### src/verilog/sep_pkg.sv
// constants and types shared by the serial eeprom command interface
// What this block does
// - sample input on rise, drive output after fall
// - active only with select low, suspend released
// - all fields travel most significant bit first
// - decode set, clear write enable, status read
// - status write opcode takes one data byte
// - array opcodes carry ninth address bit three
// - output floats while bits are shifted in
// - read output driven from falls, input ignored
// - suspend changes only take effect clock low
// - suspended: clock ignored, position kept, resume
// - suspend low always floats the output
// - accept clock idle low or high
// - read: opcode, address, then data shifted
// - read address increments and wraps around
// - status bits three, two are protect level
// - write enable latch gates every write
// - status bit zero reports program busy
// - while busy only status read is accepted
// - status byte shifted out bit seven first
// - protect pin low refuses all writes
// - protect pin spares a started program
// - protect level selects protected array range
// - write enable latch clear after reset
// - bad opcode: ignore until next select
package sep_pkg;
  localparam logic [7:0] SET_WRITE_ENABLE_CMD = 8'h06;
  localparam logic [7:0] CLEAR_WRITE_ENABLE_CMD = 8'h04;
  localparam logic [7:0] STATUS_READ_CMD = 8'h05;
  localparam logic [7:0] STATUS_WRITE_CMD = 8'h01;
  localparam logic [7:0] ARRAY_OP_MASK = 8'hF7;
  localparam logic [7:0] ARRAY_READ_OP = 8'h03;
  localparam logic [7:0] ARRAY_WRITE_OP = 8'h02;
  localparam int ADDR_MSB_POS = 3;
  localparam int BUSY_POS = 0;
  localparam int WEL_POS = 1;
  localparam int PROTECT_LEVEL_LO_POS = 2;
  localparam int PROTECT_LEVEL_HI_POS = 3;
  localparam logic [3:0] STATUS_UPPER = 4'h0;
  localparam logic [1:0] PROTECT_RESET = 2'h0;
  localparam logic WEL_RESET = 1'h0;
  localparam logic [8:0] PROT_L1_BASE = 9'h180;
  localparam logic [8:0] PROT_L2_BASE = 9'h100;
  localparam logic [8:0] LAST_ADDR = 9'h1FF;
  localparam int MEM_DEPTH = 512;
  localparam int PAGE_BYTES = 4;
  localparam int WRITE_TIME_MS = 15;
  localparam int CLK_MHZ = 250;
  localparam int PROG_CYCLES = WRITE_TIME_MS * 1000 * CLK_MHZ;
  localparam int PROG_CNT_W = 22;

  // gray order along the array read path: opcode, address, output
  typedef enum logic [2:0] {
    ST_OPC = 3'h0,
    ST_ADDR = 3'h1,
    ST_OUT = 3'h3,
    ST_WDATA = 3'h2,
    ST_SRDATA = 3'h6,
    ST_DEAD = 3'h7
  } sep_state_t;
endpackage

### src/verilog/sep_sync.sv
// two flop synchroniser for pins from outside the clock domain
`timescale 1ns/1ps
module sep_sync #(
  parameter int WIDTH = 1,
  parameter logic [WIDTH-1:0] RST_VAL = '0
) (
  input wire logic clock_in,
  input wire logic arst_n_in,
  input wire logic [WIDTH-1:0] async_in,
  output logic [WIDTH-1:0] sync_out
);
  logic [WIDTH-1:0] meta;
  genvar g;
  generate
    for (g = 0; g < WIDTH; g++) begin : g_bit
      always_ff @(posedge clock_in or negedge arst_n_in) begin
        if (!arst_n_in) begin
          meta[g] <= RST_VAL[g];
          sync_out[g] <= RST_VAL[g];
        end else begin
          meta[g] <= async_in[g];
          sync_out[g] <= meta[g];
        end
      end
    end
  endgenerate
endmodule

### src/verilog/sep_prog_timer.sv
// self timed program cycle: busy for a fixed number of cycles
`timescale 1ns/1ps
module sep_prog_timer #(
  parameter int CYCLES = sep_pkg::PROG_CYCLES
) (
  input wire logic clock_in,
  input wire logic arst_n_in,
  input wire logic start_in,
  output logic busy_out
);
  typedef struct packed {
    logic busy;
    logic [sep_pkg::PROG_CNT_W-1:0] cnt;
  } sep_tmr_t;
  sep_tmr_t st;
  sep_tmr_t next_st;

  always_comb begin
    next_st = st;
    if (start_in && !st.busy) begin
      next_st.busy = 1'b1;
      next_st.cnt = sep_pkg::PROG_CNT_W'(CYCLES - 1);
    end else if (st.busy) begin
      if (st.cnt == '0) begin
        next_st.busy = 1'b0;
      end else begin
        next_st.cnt = st.cnt - 1'b1;
      end
    end
  end

  always_ff @(posedge clock_in or negedge arst_n_in) begin
    if (!arst_n_in) begin
      st <= '0;
    end else begin
      st <= next_st;
    end
  end

  assign busy_out = st.busy;
endmodule

### src/verilog/sep_core.sv
// serial eeprom command interface, array and status register
`timescale 1ns/1ps
module sep_core #(
  parameter int PROG_CYCLES = sep_pkg::PROG_CYCLES
) (
  input wire logic clock_in,
  input wire logic arst_n_in,
  input wire logic cs_n_in,
  input wire logic sck_in,
  input wire logic si_in,
  input wire logic hold_n_in,
  input wire logic wp_n_in,
  output logic so_out,
  output logic so_oe_out
);
  typedef struct packed {
    sep_pkg::sep_state_t state;
    logic [2:0] bitcnt;
    logic [7:0] shreg;
    logic [8:0] addr;
    logic wel;
    logic [1:0] bp;
    logic rd_array;
    logic rd_status;
    logic drv;
    logic [2:0] ocnt;
    logic [6:0] obyte;
    logic so;
    logic so_oe;
    logic hold_q;
    logic sck_d;
    logic cs_d;
    logic busy_d;
    logic [1:0] wptr;
    logic [3:0] pvalid;
    logic [31:0] pbuf;
  } sep_core_t;

  sep_core_t st;
  sep_core_t next_st;
  logic [7:0] mem [sep_pkg::MEM_DEPTH];

  logic cs_s;
  logic sck_s;
  logic si_s;
  logic hold_s;
  logic wp_s;
  logic busy;
  logic rise;
  logic fall;
  logic byte_done;
  logic commit;
  logic wr_commit;
  logic sr_commit;
  logic prog_start;
  logic page_prot;
  logic status_msb;
  logic [7:0] in_word;
  logic [7:0] status_byte;
  logic [7:0] mem_q;
  logic [3:0] page_hit;

  function automatic logic is_protected(input logic [1:0] lvl, input logic [8:0] a);
    logic r;
    r = 1'b0;
    case (lvl)
      2'h0: r = 1'b0;
      2'h1: r = (a >= sep_pkg::PROT_L1_BASE);
      2'h2: r = (a >= sep_pkg::PROT_L2_BASE);
      default: r = 1'b1;
    endcase
    return r;
  endfunction

  sep_sync #(
    .WIDTH(5),
    .RST_VAL(5'h17)
  ) u_sync (
    .clock_in(clock_in),
    .arst_n_in(arst_n_in),
    .async_in({cs_n_in, sck_in, si_in, hold_n_in, wp_n_in}),
    .sync_out({cs_s, sck_s, si_s, hold_s, wp_s})
  );

  sep_prog_timer #(
    .CYCLES(PROG_CYCLES)
  ) u_timer (
    .clock_in(clock_in),
    .arst_n_in(arst_n_in),
    .start_in(prog_start),
    .busy_out(busy)
  );

  // edges only count while selected and not suspended
  assign rise = !cs_s && !st.hold_q && sck_s && !st.sck_d;
  assign fall = !cs_s && !st.hold_q && !sck_s && st.sck_d;
  assign in_word = {st.shreg[6:0], si_s};
  assign byte_done = rise && (st.bitcnt == 3'h7);
  assign status_byte = {sep_pkg::STATUS_UPPER, st.bp, st.wel, busy};
  assign status_msb = status_byte[7];
  assign mem_q = mem[st.addr];
  assign commit = cs_s && !st.cs_d;

  genvar g;
  generate
    for (g = 0; g < sep_pkg::PAGE_BYTES; g++) begin : g_prot
      assign page_hit[g] = st.pvalid[g] && is_protected(st.bp, {st.addr[8:2], 2'(g)});
    end
  endgenerate
  assign page_prot = |page_hit;

  // the pin and latch are judged when the program would start
  assign wr_commit = commit && (st.state == sep_pkg::ST_WDATA) && (st.bitcnt == 3'h0)
    && (|st.pvalid) && st.wel && wp_s && !busy && !page_prot;
  assign sr_commit = commit && (st.state == sep_pkg::ST_SRDATA) && (st.bitcnt == 3'h0)
    && st.pvalid[0] && st.wel && wp_s && !busy;
  assign prog_start = wr_commit || sr_commit;

  always_comb begin
    next_st = st;
    next_st.sck_d = sck_s;
    next_st.cs_d = cs_s;
    next_st.busy_d = busy;
    // a suspend change seen with the clock high waits for the fall
    if (!sck_s) begin
      next_st.hold_q = !hold_s;
    end
    if (st.busy_d && !busy) begin
      next_st.wel = 1'b0;
    end
    if (sr_commit) begin
      next_st.bp = st.pbuf[sep_pkg::PROTECT_LEVEL_HI_POS:sep_pkg::PROTECT_LEVEL_LO_POS];
    end
    if (cs_s) begin
      next_st.state = sep_pkg::ST_OPC;
      next_st.bitcnt = 3'h0;
      next_st.drv = 1'b0;
      next_st.ocnt = 3'h0;
      next_st.hold_q = 1'b0;
      next_st.pvalid = 4'h0;
    end else begin
      if (rise && (st.state != sep_pkg::ST_OUT) && (st.state != sep_pkg::ST_DEAD)) begin
        next_st.shreg = in_word;
        next_st.bitcnt = st.bitcnt + 3'h1;
      end
      if (byte_done) begin
        case (st.state)
          sep_pkg::ST_OPC: begin
            if (busy && (in_word != sep_pkg::STATUS_READ_CMD)) begin
              next_st.state = sep_pkg::ST_DEAD;
            end else if (in_word == sep_pkg::SET_WRITE_ENABLE_CMD) begin
              next_st.wel = 1'b1;
              next_st.state = sep_pkg::ST_DEAD;
            end else if (in_word == sep_pkg::CLEAR_WRITE_ENABLE_CMD) begin
              next_st.wel = 1'b0;
              next_st.state = sep_pkg::ST_DEAD;
            end else if (in_word == sep_pkg::STATUS_READ_CMD) begin
              next_st.rd_status = 1'b1;
              next_st.state = sep_pkg::ST_OUT;
            end else if (in_word == sep_pkg::STATUS_WRITE_CMD) begin
              next_st.state = sep_pkg::ST_SRDATA;
            end else if ((in_word & sep_pkg::ARRAY_OP_MASK) == sep_pkg::ARRAY_READ_OP) begin
              next_st.addr[8] = in_word[sep_pkg::ADDR_MSB_POS];
              next_st.rd_array = 1'b1;
              next_st.rd_status = 1'b0;
              next_st.state = sep_pkg::ST_ADDR;
            end else if ((in_word & sep_pkg::ARRAY_OP_MASK) == sep_pkg::ARRAY_WRITE_OP) begin
              next_st.addr[8] = in_word[sep_pkg::ADDR_MSB_POS];
              next_st.rd_array = 1'b0;
              next_st.state = sep_pkg::ST_ADDR;
            end else begin
              next_st.state = sep_pkg::ST_DEAD;
            end
          end
          sep_pkg::ST_ADDR: begin
            next_st.addr[7:0] = in_word;
            next_st.wptr = in_word[1:0];
            next_st.rd_status = 1'b0;
            if (st.rd_array) begin
              next_st.state = sep_pkg::ST_OUT;
            end else begin
              next_st.state = sep_pkg::ST_WDATA;
            end
          end
          sep_pkg::ST_WDATA: begin
            // page counter wraps within four bytes
            next_st.pbuf[{st.wptr, 3'h0} +: 8] = in_word;
            next_st.pvalid[st.wptr] = 1'b1;
            next_st.wptr = st.wptr + 2'h1;
          end
          sep_pkg::ST_SRDATA: begin
            next_st.pbuf[7:0] = in_word;
            next_st.pvalid[0] = 1'b1;
          end
          default: begin
            next_st.state = st.state;
          end
        endcase
      end
      if (fall && (st.state == sep_pkg::ST_OUT)) begin
        next_st.drv = 1'b1;
        next_st.ocnt = st.ocnt + 3'h1;
        if (st.ocnt == 3'h0) begin
          if (st.rd_status) begin
            // status is not latched: busy updates between repeats
            next_st.so = status_byte[7];
            next_st.obyte = status_byte[6:0];
          end else begin
            next_st.so = mem_q[7];
            next_st.obyte = mem_q[6:0];
            next_st.addr = st.addr + 9'h1;
          end
        end else begin
          next_st.so = st.obyte[6];
          next_st.obyte = {st.obyte[5:0], 1'b0};
        end
      end
    end
    // output floats while input is shifted or suspend is low
    next_st.so_oe = next_st.drv && hold_s && !cs_s
      && (next_st.state == sep_pkg::ST_OUT);
  end

  always_ff @(posedge clock_in or negedge arst_n_in) begin
    if (!arst_n_in) begin
      st <= '0;
      st.state <= sep_pkg::ST_OPC;
      st.wel <= sep_pkg::WEL_RESET;
      st.bp <= sep_pkg::PROTECT_RESET;
      st.cs_d <= 1'b1;
    end else begin
      st <= next_st;
    end
  end

  // array has no reset; only a committed page changes it
  always_ff @(posedge clock_in) begin
    if (wr_commit) begin
      for (int i = 0; i < sep_pkg::PAGE_BYTES; i++) begin
        if (st.pvalid[i]) begin
          mem[{st.addr[8:2], 2'(i)}] <= st.pbuf[i*8 +: 8];
        end
      end
    end
  end

  assign so_out = st.so;
  assign so_oe_out = st.so_oe;
endmodule

### config.mk
export PLATFORM = sky130hd
export DESIGN_NAME = sep_core
export DESIGN_NICKNAME = d
export VERILOG_FILES = /design/src/verilog/sep_pkg.sv /design/src/verilog/sep_sync.sv /design/src/verilog/sep_prog_timer.sv /design/src/verilog/sep_core.sv
export SDC_FILE = /design/constraint.sdc
export NUM_CORES = 2
export LEC_CHECK = 0
export BUFFER_PORTS_ARGS = -buffer_cell sky130_fd_sc_hd__buf_2
export CORE_ASPECT_RATIO = 1.75
export CORE_UTILIZATION = 45
export DETAILED_ROUTE_END_ITERATION = 10
export PLACE_DENSITY = 0.58
export RECOVER_POWER = 100
export SYNTH_ARGS = -nofsm -noshare
export SYNTH_HDL_FRONTEND = slang
export SYNTH_SLANG_ARGS = --single-unit
### constraint.sdc
create_clock -name clock_in -period 4 [get_ports clock_in]
set_input_delay 0.2 -clock clock_in [delete_from_list [all_inputs] [get_ports clock_in]]
set_output_delay 0.2 -clock clock_in [all_outputs]
set_load 0.02 [all_outputs]
After elaboration in Yosys (flattened, before gate mapping)
Memories as Yosys holds them, arrays and structs flattened.
Cells that the tools add are included.
Word-level totals
  memories: 1
  input bits: 7
  logic and storage cells: 230
  bits in writable memories: 4096
  register bits after elaboration: 116
  output and inout bits: 2
Memory list
  mem: depth 512, width 8, read ports 1, clocked after Yosys merged registers in 0, write ports 4, line sep_core.sv:41  | logic [7:0] mem [sep_pkg::MEM_DEPTH];
Operators by class
  reduce and logical (&&, ||, !) cells: 70
  $add $sub $neg: 6
  bitwise operators: 7
  order comparisons: 10
  equality and inequality tests: 24
  mux-type cells: 76
  shift-type cells: 2
Operators with widths (count)
  greater-or-equal comparator 9 bit (second input constant): 8
  two-way mux 23 bit: 2
  two-way mux 1 bit: 39
  two-way mux 36 bit: 1
  logical AND 1 bit: 34
  bitwise mux 32 bit: 1
  variable shift 8 x 7 -> 32 bit (first input constant): 1
  indexed part select 8 x 7 -> 32 bit: 1
  two-way mux 3 bit: 9
  two-way mux 9 bit: 3
  equality test 8 x 3 -> 1 bit (second input constant): 3
  two-way mux 24 bit: 1
  two-way mux 8 bit: 3
  logical NOT 22 bit: 1
  two-way mux 22 bit: 1
  subtractor 22 x 1 -> 22 bit (second input constant): 1
  nonzero test 2 bit: 9
  case mux 8 bit (2 select lines): 1
  equality test 7 x 2 -> 1 bit (second input constant): 2
  two-way mux 12 bit: 1
  case mux 1 bit (3 select lines): 4
  two-way mux 11 bit: 1
  two-way mux 10 bit: 1
  AND reduction 2 bit: 5
  34 further kinds: 62

Logic depth before layout (Yosys ltp)
  depth in word-level cells: 13
  gate-level depth with buffers: 13
  mapped depth without buffers: 10

Cells and area by module
A second synthesis with hierarchy kept.
Unflattened totals
  cells, all modules: 8646
  area, all modules: 163027.6 um2
Modules (own cells, without submodules)
  sep_core: times used 1, area an instance 161481.1 um2, seq. area each 125051.2 um2, cells an instance 8497
  sep_prog_timer: times used 1, area an instance 1286.2 um2, seq. area each 575.6 um2, cells an instance 139
  sep_sync: times used 1, area an instance 260.2 um2, seq. area each 260.2 um2, cells an instance 10

Worst setup path before layout
OpenSTA, ideal clock, no wires.
  kind: reg2reg
  start: register st[77] (netlist name)
  end: memory mem[360][0] (enable)
  slack: 1.120 ns
  cell stages (with the launch flop): 11
  clock period less this slack: 2.880 ns
  arrival time: 2.510 ns
  path buffers: 2
  cells stage by stage: dfrtp_1 -> inv_1 -> ha_1 -> nor4bb_1 -> and4_1 -> nand2_1 -> a2111oi_2 -> nand2_1 -> clkbuf_1 -> buf_1 -> nor2_1
RTL lines
  from (decl): line sep_core.sv:39  | sep_core_t st;
  from (signal assigned): line sep_core.sv:232  | st <= next_st;
  to (decl): line sep_core.sv:41

==> results.sh <==
export IMPL_rows=291
export IMPL_max_slew_worst_pin_slew_ns=3.75
export IMPL_cpPeakStageDelay_ns=1.93
export IMPL_syn_num_nets=8709
export IMPL_dr_total_vias=95900
export IMPL_setup_viol_count_final=659
export IMPL_p_sw_share_pct=19.6
export IMPL_fp_dieW_um=457
export IMPL_synthCells=8687
export IMPL_core_um2=359000
export IMPL_clock_latency_ns=0.99
export IMPL_combPwrFrac_pct=0.2
export IMPL_min_period_over_period_pct=107
export IMPL_port_buffers=8
export IMPL_hold_end="u_sync.sync_out[3]$_DFF_PN0_"
export IMPL_cts_buffers=368
export IMPL_internal_power_w=0.0682
export IMPL_cap_violations=72
export IMPL_synth_adder_area_share_pct=0.115
export IMPL_ios=9
export IMPL_synth_compound_area_share_pct=3.90
export IMPL_multi_input_area_um2=34600
export IMPL_r2r_slack_ns=-0.26
export IMPL_worst_path_buf_inv=1
export IMPL_grt_pass1_vias=96900
export IMPL_min_path_type="reg2reg"
export IMPL_power_leakage_nw=49.2
export IMPL_synth_seq_area_share_pct=77.3
export IMPL_switchingPower_w=0.0166
export IMPL_cp_data_required_time_ns=4.46
export IMPL_p_per_area_nw_per_um2=455
export IMPL_p_clk_share_pct=43.6
export IMPL_peakVddDrop_mv=0.426
export IMPL_tritoncts="yes"
export IMPL_drtIter0Drc=14800
export IMPL_fin_skew_ns=0.0890
export IMPL_endpoint_kind="flip-flop"
export IMPL_gp_congestion=0.922
export IMPL_htreeDepth=5
export IMPL_hold_path_startpoint="u_sync.meta[3]$_DFF_PN0_"
export IMPL_violations="max-capacitance violations, max-slew violations, negative setup slack"
export IMPL_fin_nets=9681
export IMPL_reg2reg_depth=1
export IMPL_synthesis_area_um2=163000
export IMPL_wl_per_cell_um=41.2
export IMPL_ys_warn_count=0
export IMPL_start_util_pct=45.3
export IMPL_critPathLaunchType="flip-flop"
export IMPL_syn_to_final_growth_pct=14.5
export IMPL_worst_ep_arrival_time_ns=4.73
export IMPL_antenna_found_initial=46
export IMPL_dieHeight_um=798
export IMPL_grt_setup_unrepaired="true"
export IMPL_crit_type="reg2reg"
export IMPL_cts_root_buf="clkbuf_16"
export IMPL_totalWireLength_um=604000
export IMPL_p_seq_share_pct=56.3
export IMPL_grtUsageTotal_pct=32.8
export IMPL_regArea_um2=126000
export IMPL_avgSynthCellArea_um2=18.7
export IMPL_timing_setup_tns_ns=-67.57
export IMPL_grt_overflow_total=0
export IMPL_netlist_cell_type_count=74
export IMPL_fmax_ghz=0.234
export IMPL_yosys_area_share_simple_pct=3.61
export IMPL_dp_cells=14000
export IMPL_finalPower_w=0.0849
export IMPL_synthArstFlopShare_pct=2.73
export IMPL_dp_hpwl_um=372000
export IMPL_dr_pass1_iters=8
export IMPL_cp_top_family="flip-flops"
export IMPL_utilization_pct=51.9
export IMPL_regToRegEndpoint="mem[405][3]$_DFFE_PP_"
export IMPL_outcome="finished with violations"
export IMPL_cts_path_max_buffers=4
export IMPL_synthXorXnorAreaFrac_pct=0.0861
export IMPL_grt_max_degree=95
export IMPL_finalNonFillerCells=14700
export IMPL_critPathSlowestCell="dfrtp_1"
export IMPL_ys_dominant_reg_cell="edfxtp_1"
export IMPL_maxSlewViolCount=2770
export IMPL_dp_slack_ns=-0.272
export IMPL_drive_gt1_share_pct=16.9
export IMPL_holdPathStages=0
export IMPL_muxShareOfSynthArea_pct=13.4
export IMPL_fp_dieArea_um2=364000
export IMPL_drtAntennaViolNets=0
export IMPL_clock_sinks=4211
export IMPL_grt_pass1_wl_um=816000
export IMPL_slew_headroom_pct=-150
export IMPL_fillCellCount=28700
export IMPL_clk_pin_slew_ns=0.07
export IMPL_setup_ws_ns=-0.265
export IMPL_final_hold_violation_count=0
export IMPL_synth_top_family_by_area="multiplexers"
export IMPL_synth_edf_count=4096
export IMPL_crit_chain="clkbuf_2"
export IMPL_vias_per_cell=6.54
export IMPL_ys_seq_elements=4211
export IMPL_fin_crit_ns=4.26
export IMPL_drc=0
export IMPL_cp_max_fo=42
## stage by stage
step           cell area [µm²]  hold WS [ns]
4_1_cts                 189000         0.335
5_1_grt                 186000         0.366
2_1_floorplan           163000       -0.0956
3_5_place_dp            177000         0.307
6_report                186000         0.359
3_3_place_gp            177000         0.307
## synthesized netlist by cell type, drive strengths merged, types with 4 or more instances
library cell  count  area share, %
and3             11          0.045
o22a              4          0.022
a21oi            43           0.13
a31oi            11          0.042
nor2b             5          0.019
mux2i          1154            7.1
edfxtp         4096             76
or4               5          0.028
a221oi            7          0.038
nor3             31           0.10
ha               15           0.12
nor2            607            1.4
dfstp             9           0.15
buf             325            1.1
clkbuf          210           0.48
or4b              4          0.025
nand4bb           6          0.041
nand3            63           0.19
a221o             6          0.037
mux4            450            6.2
xnor2            12          0.065
nand4            49           0.19
nor4            155           0.60
nand2b           13          0.050
a22oi           210           0.97
o31ai             4          0.018
nand2           314           0.73
or2               5          0.019
xor2              4          0.022
or3               8          0.031
dfrtp           106            1.6
o211ai            8          0.037
o22ai           566            2.2
o21ai            81           0.25
inv              19          0.044
mux2             11          0.076
nand3b            7          0.032
nand4b            7          0.053
o2111ai           8          0.043
## final cells by class
| type | instances | share of cell area (%) |
|---|---|---|
| Multi-Input combinational cell | 3921 | 18.6 |
| Sequential cell | 4211 | 67.5 |
| Timing Repair Buffer | 1137 | 4.20 |
| Tap cell | 4688 | 3.15 |
| Antenna cell | 17 | 0.0228 |
| Clock buffer | 440 | 5.16 |
| Clock inverter | 224 | 1.34 |
| Inverter | 20 | 0.0403 |
## cells by family after synthesis
group | count (synthesis)
compound gates | 972
xor+xnor | 16
fa+ha+maj | 15
buf+inv | 555
flops | 4211
mux | 1615
simple gates | 1303
## routing by layer
metal  up-vias  GRT usage, %  wire length [µm]
met5         -             0               103
li1      37200             -                 -
met4        14          23.6             53800
met2      6702          55.6            296000
met1     50100          37.9            196000
met3      1842          5.15             57000
## repair_timing
action | CTS | global route
pin swaps | 0 | 1
setup endpoints to repair | 6 | 5
gates resized for setup | 4 | 8
setup buffers | 4 | 0
gates cloned | 0 | 0
hold buffers | 13 | 0
hold endpoints to repair | 103 | 0
## worst max path at each step
stage,start,end,cells past startpoint
2_1_floorplan,st[77]$_DFFE_PN0P_,mem[360][0]$_DFFE_PP_,10
3_3_place_gp,st[61]$_DFFE_PN0N_,st[44]$_DFFE_PN0P_,11
3_5_place_dp,st[61]$_DFFE_PN0N_,st[44]$_DFFE_PN0P_,11
4_1_cts,st[60]$_DFFE_PN0N_,st[47]$_DFFE_PN0P_,11
5_1_grt,st[61]$_DFFE_PN0N_,st[47]$_DFFE_PN0P_,13
6_report,flip-flop,mem[405][3]$_DFFE_PP_,1
## registers in the layout, indices dropped and copies added, names as in the netlist, named ones only
| name | flops |
|---|---|
| st | 41 |
| in_word | 7 |
| u_timer.st | 22 |
| so_out | 1 |
| mem | 4096 |
| u_timer.busy_out | 1 |
| u_sync.meta | 5 |
| u_sync.sync_out | 5 |
| so_oe_out | 1 |
## placed cells by master, fill, tap and decap left out, drive strengths merged, types with 5 or more instances in the layout
master	n
dfrtp	106
bufinv	51
a31oi	11
inv	31
mux2	11
diode	17
or2	5
dlygate4sd3	12
or4	5
a221o	6
buf	483
edfxtp	4096
a22oi	210
nand4b	7
clkinvlp	16
and3	11
o211ai	8
nand4bb	6
nand4	49
nor2b	5
clkinv	146
a221oi	7
nor2	607
o2111ai	8
nor4	155
ha	15
or3	8
nor3	31
nand2	314
o21ai	81
dfstp	9
mux4	450
mux2i	1154
nand2b	13
xnor2	12
clkbuf	1082
nand3	63
o22ai	566
nand3b	7
a21oi	43
## power groups by stage
stage	sequential, W	combinational [W]	clock, W
finish	0.0478	0.000144	0.0370
global route	0.0477	0.000156	0.0386
CTS	0.0478	0.000144	0.0371
detailed placement	0.0487	0.000130	0
global placement	0.0487	0.000125	0
floorplan	0.0486	0.000132	0
No activity file was read; power rests on OpenSTA's default activity.
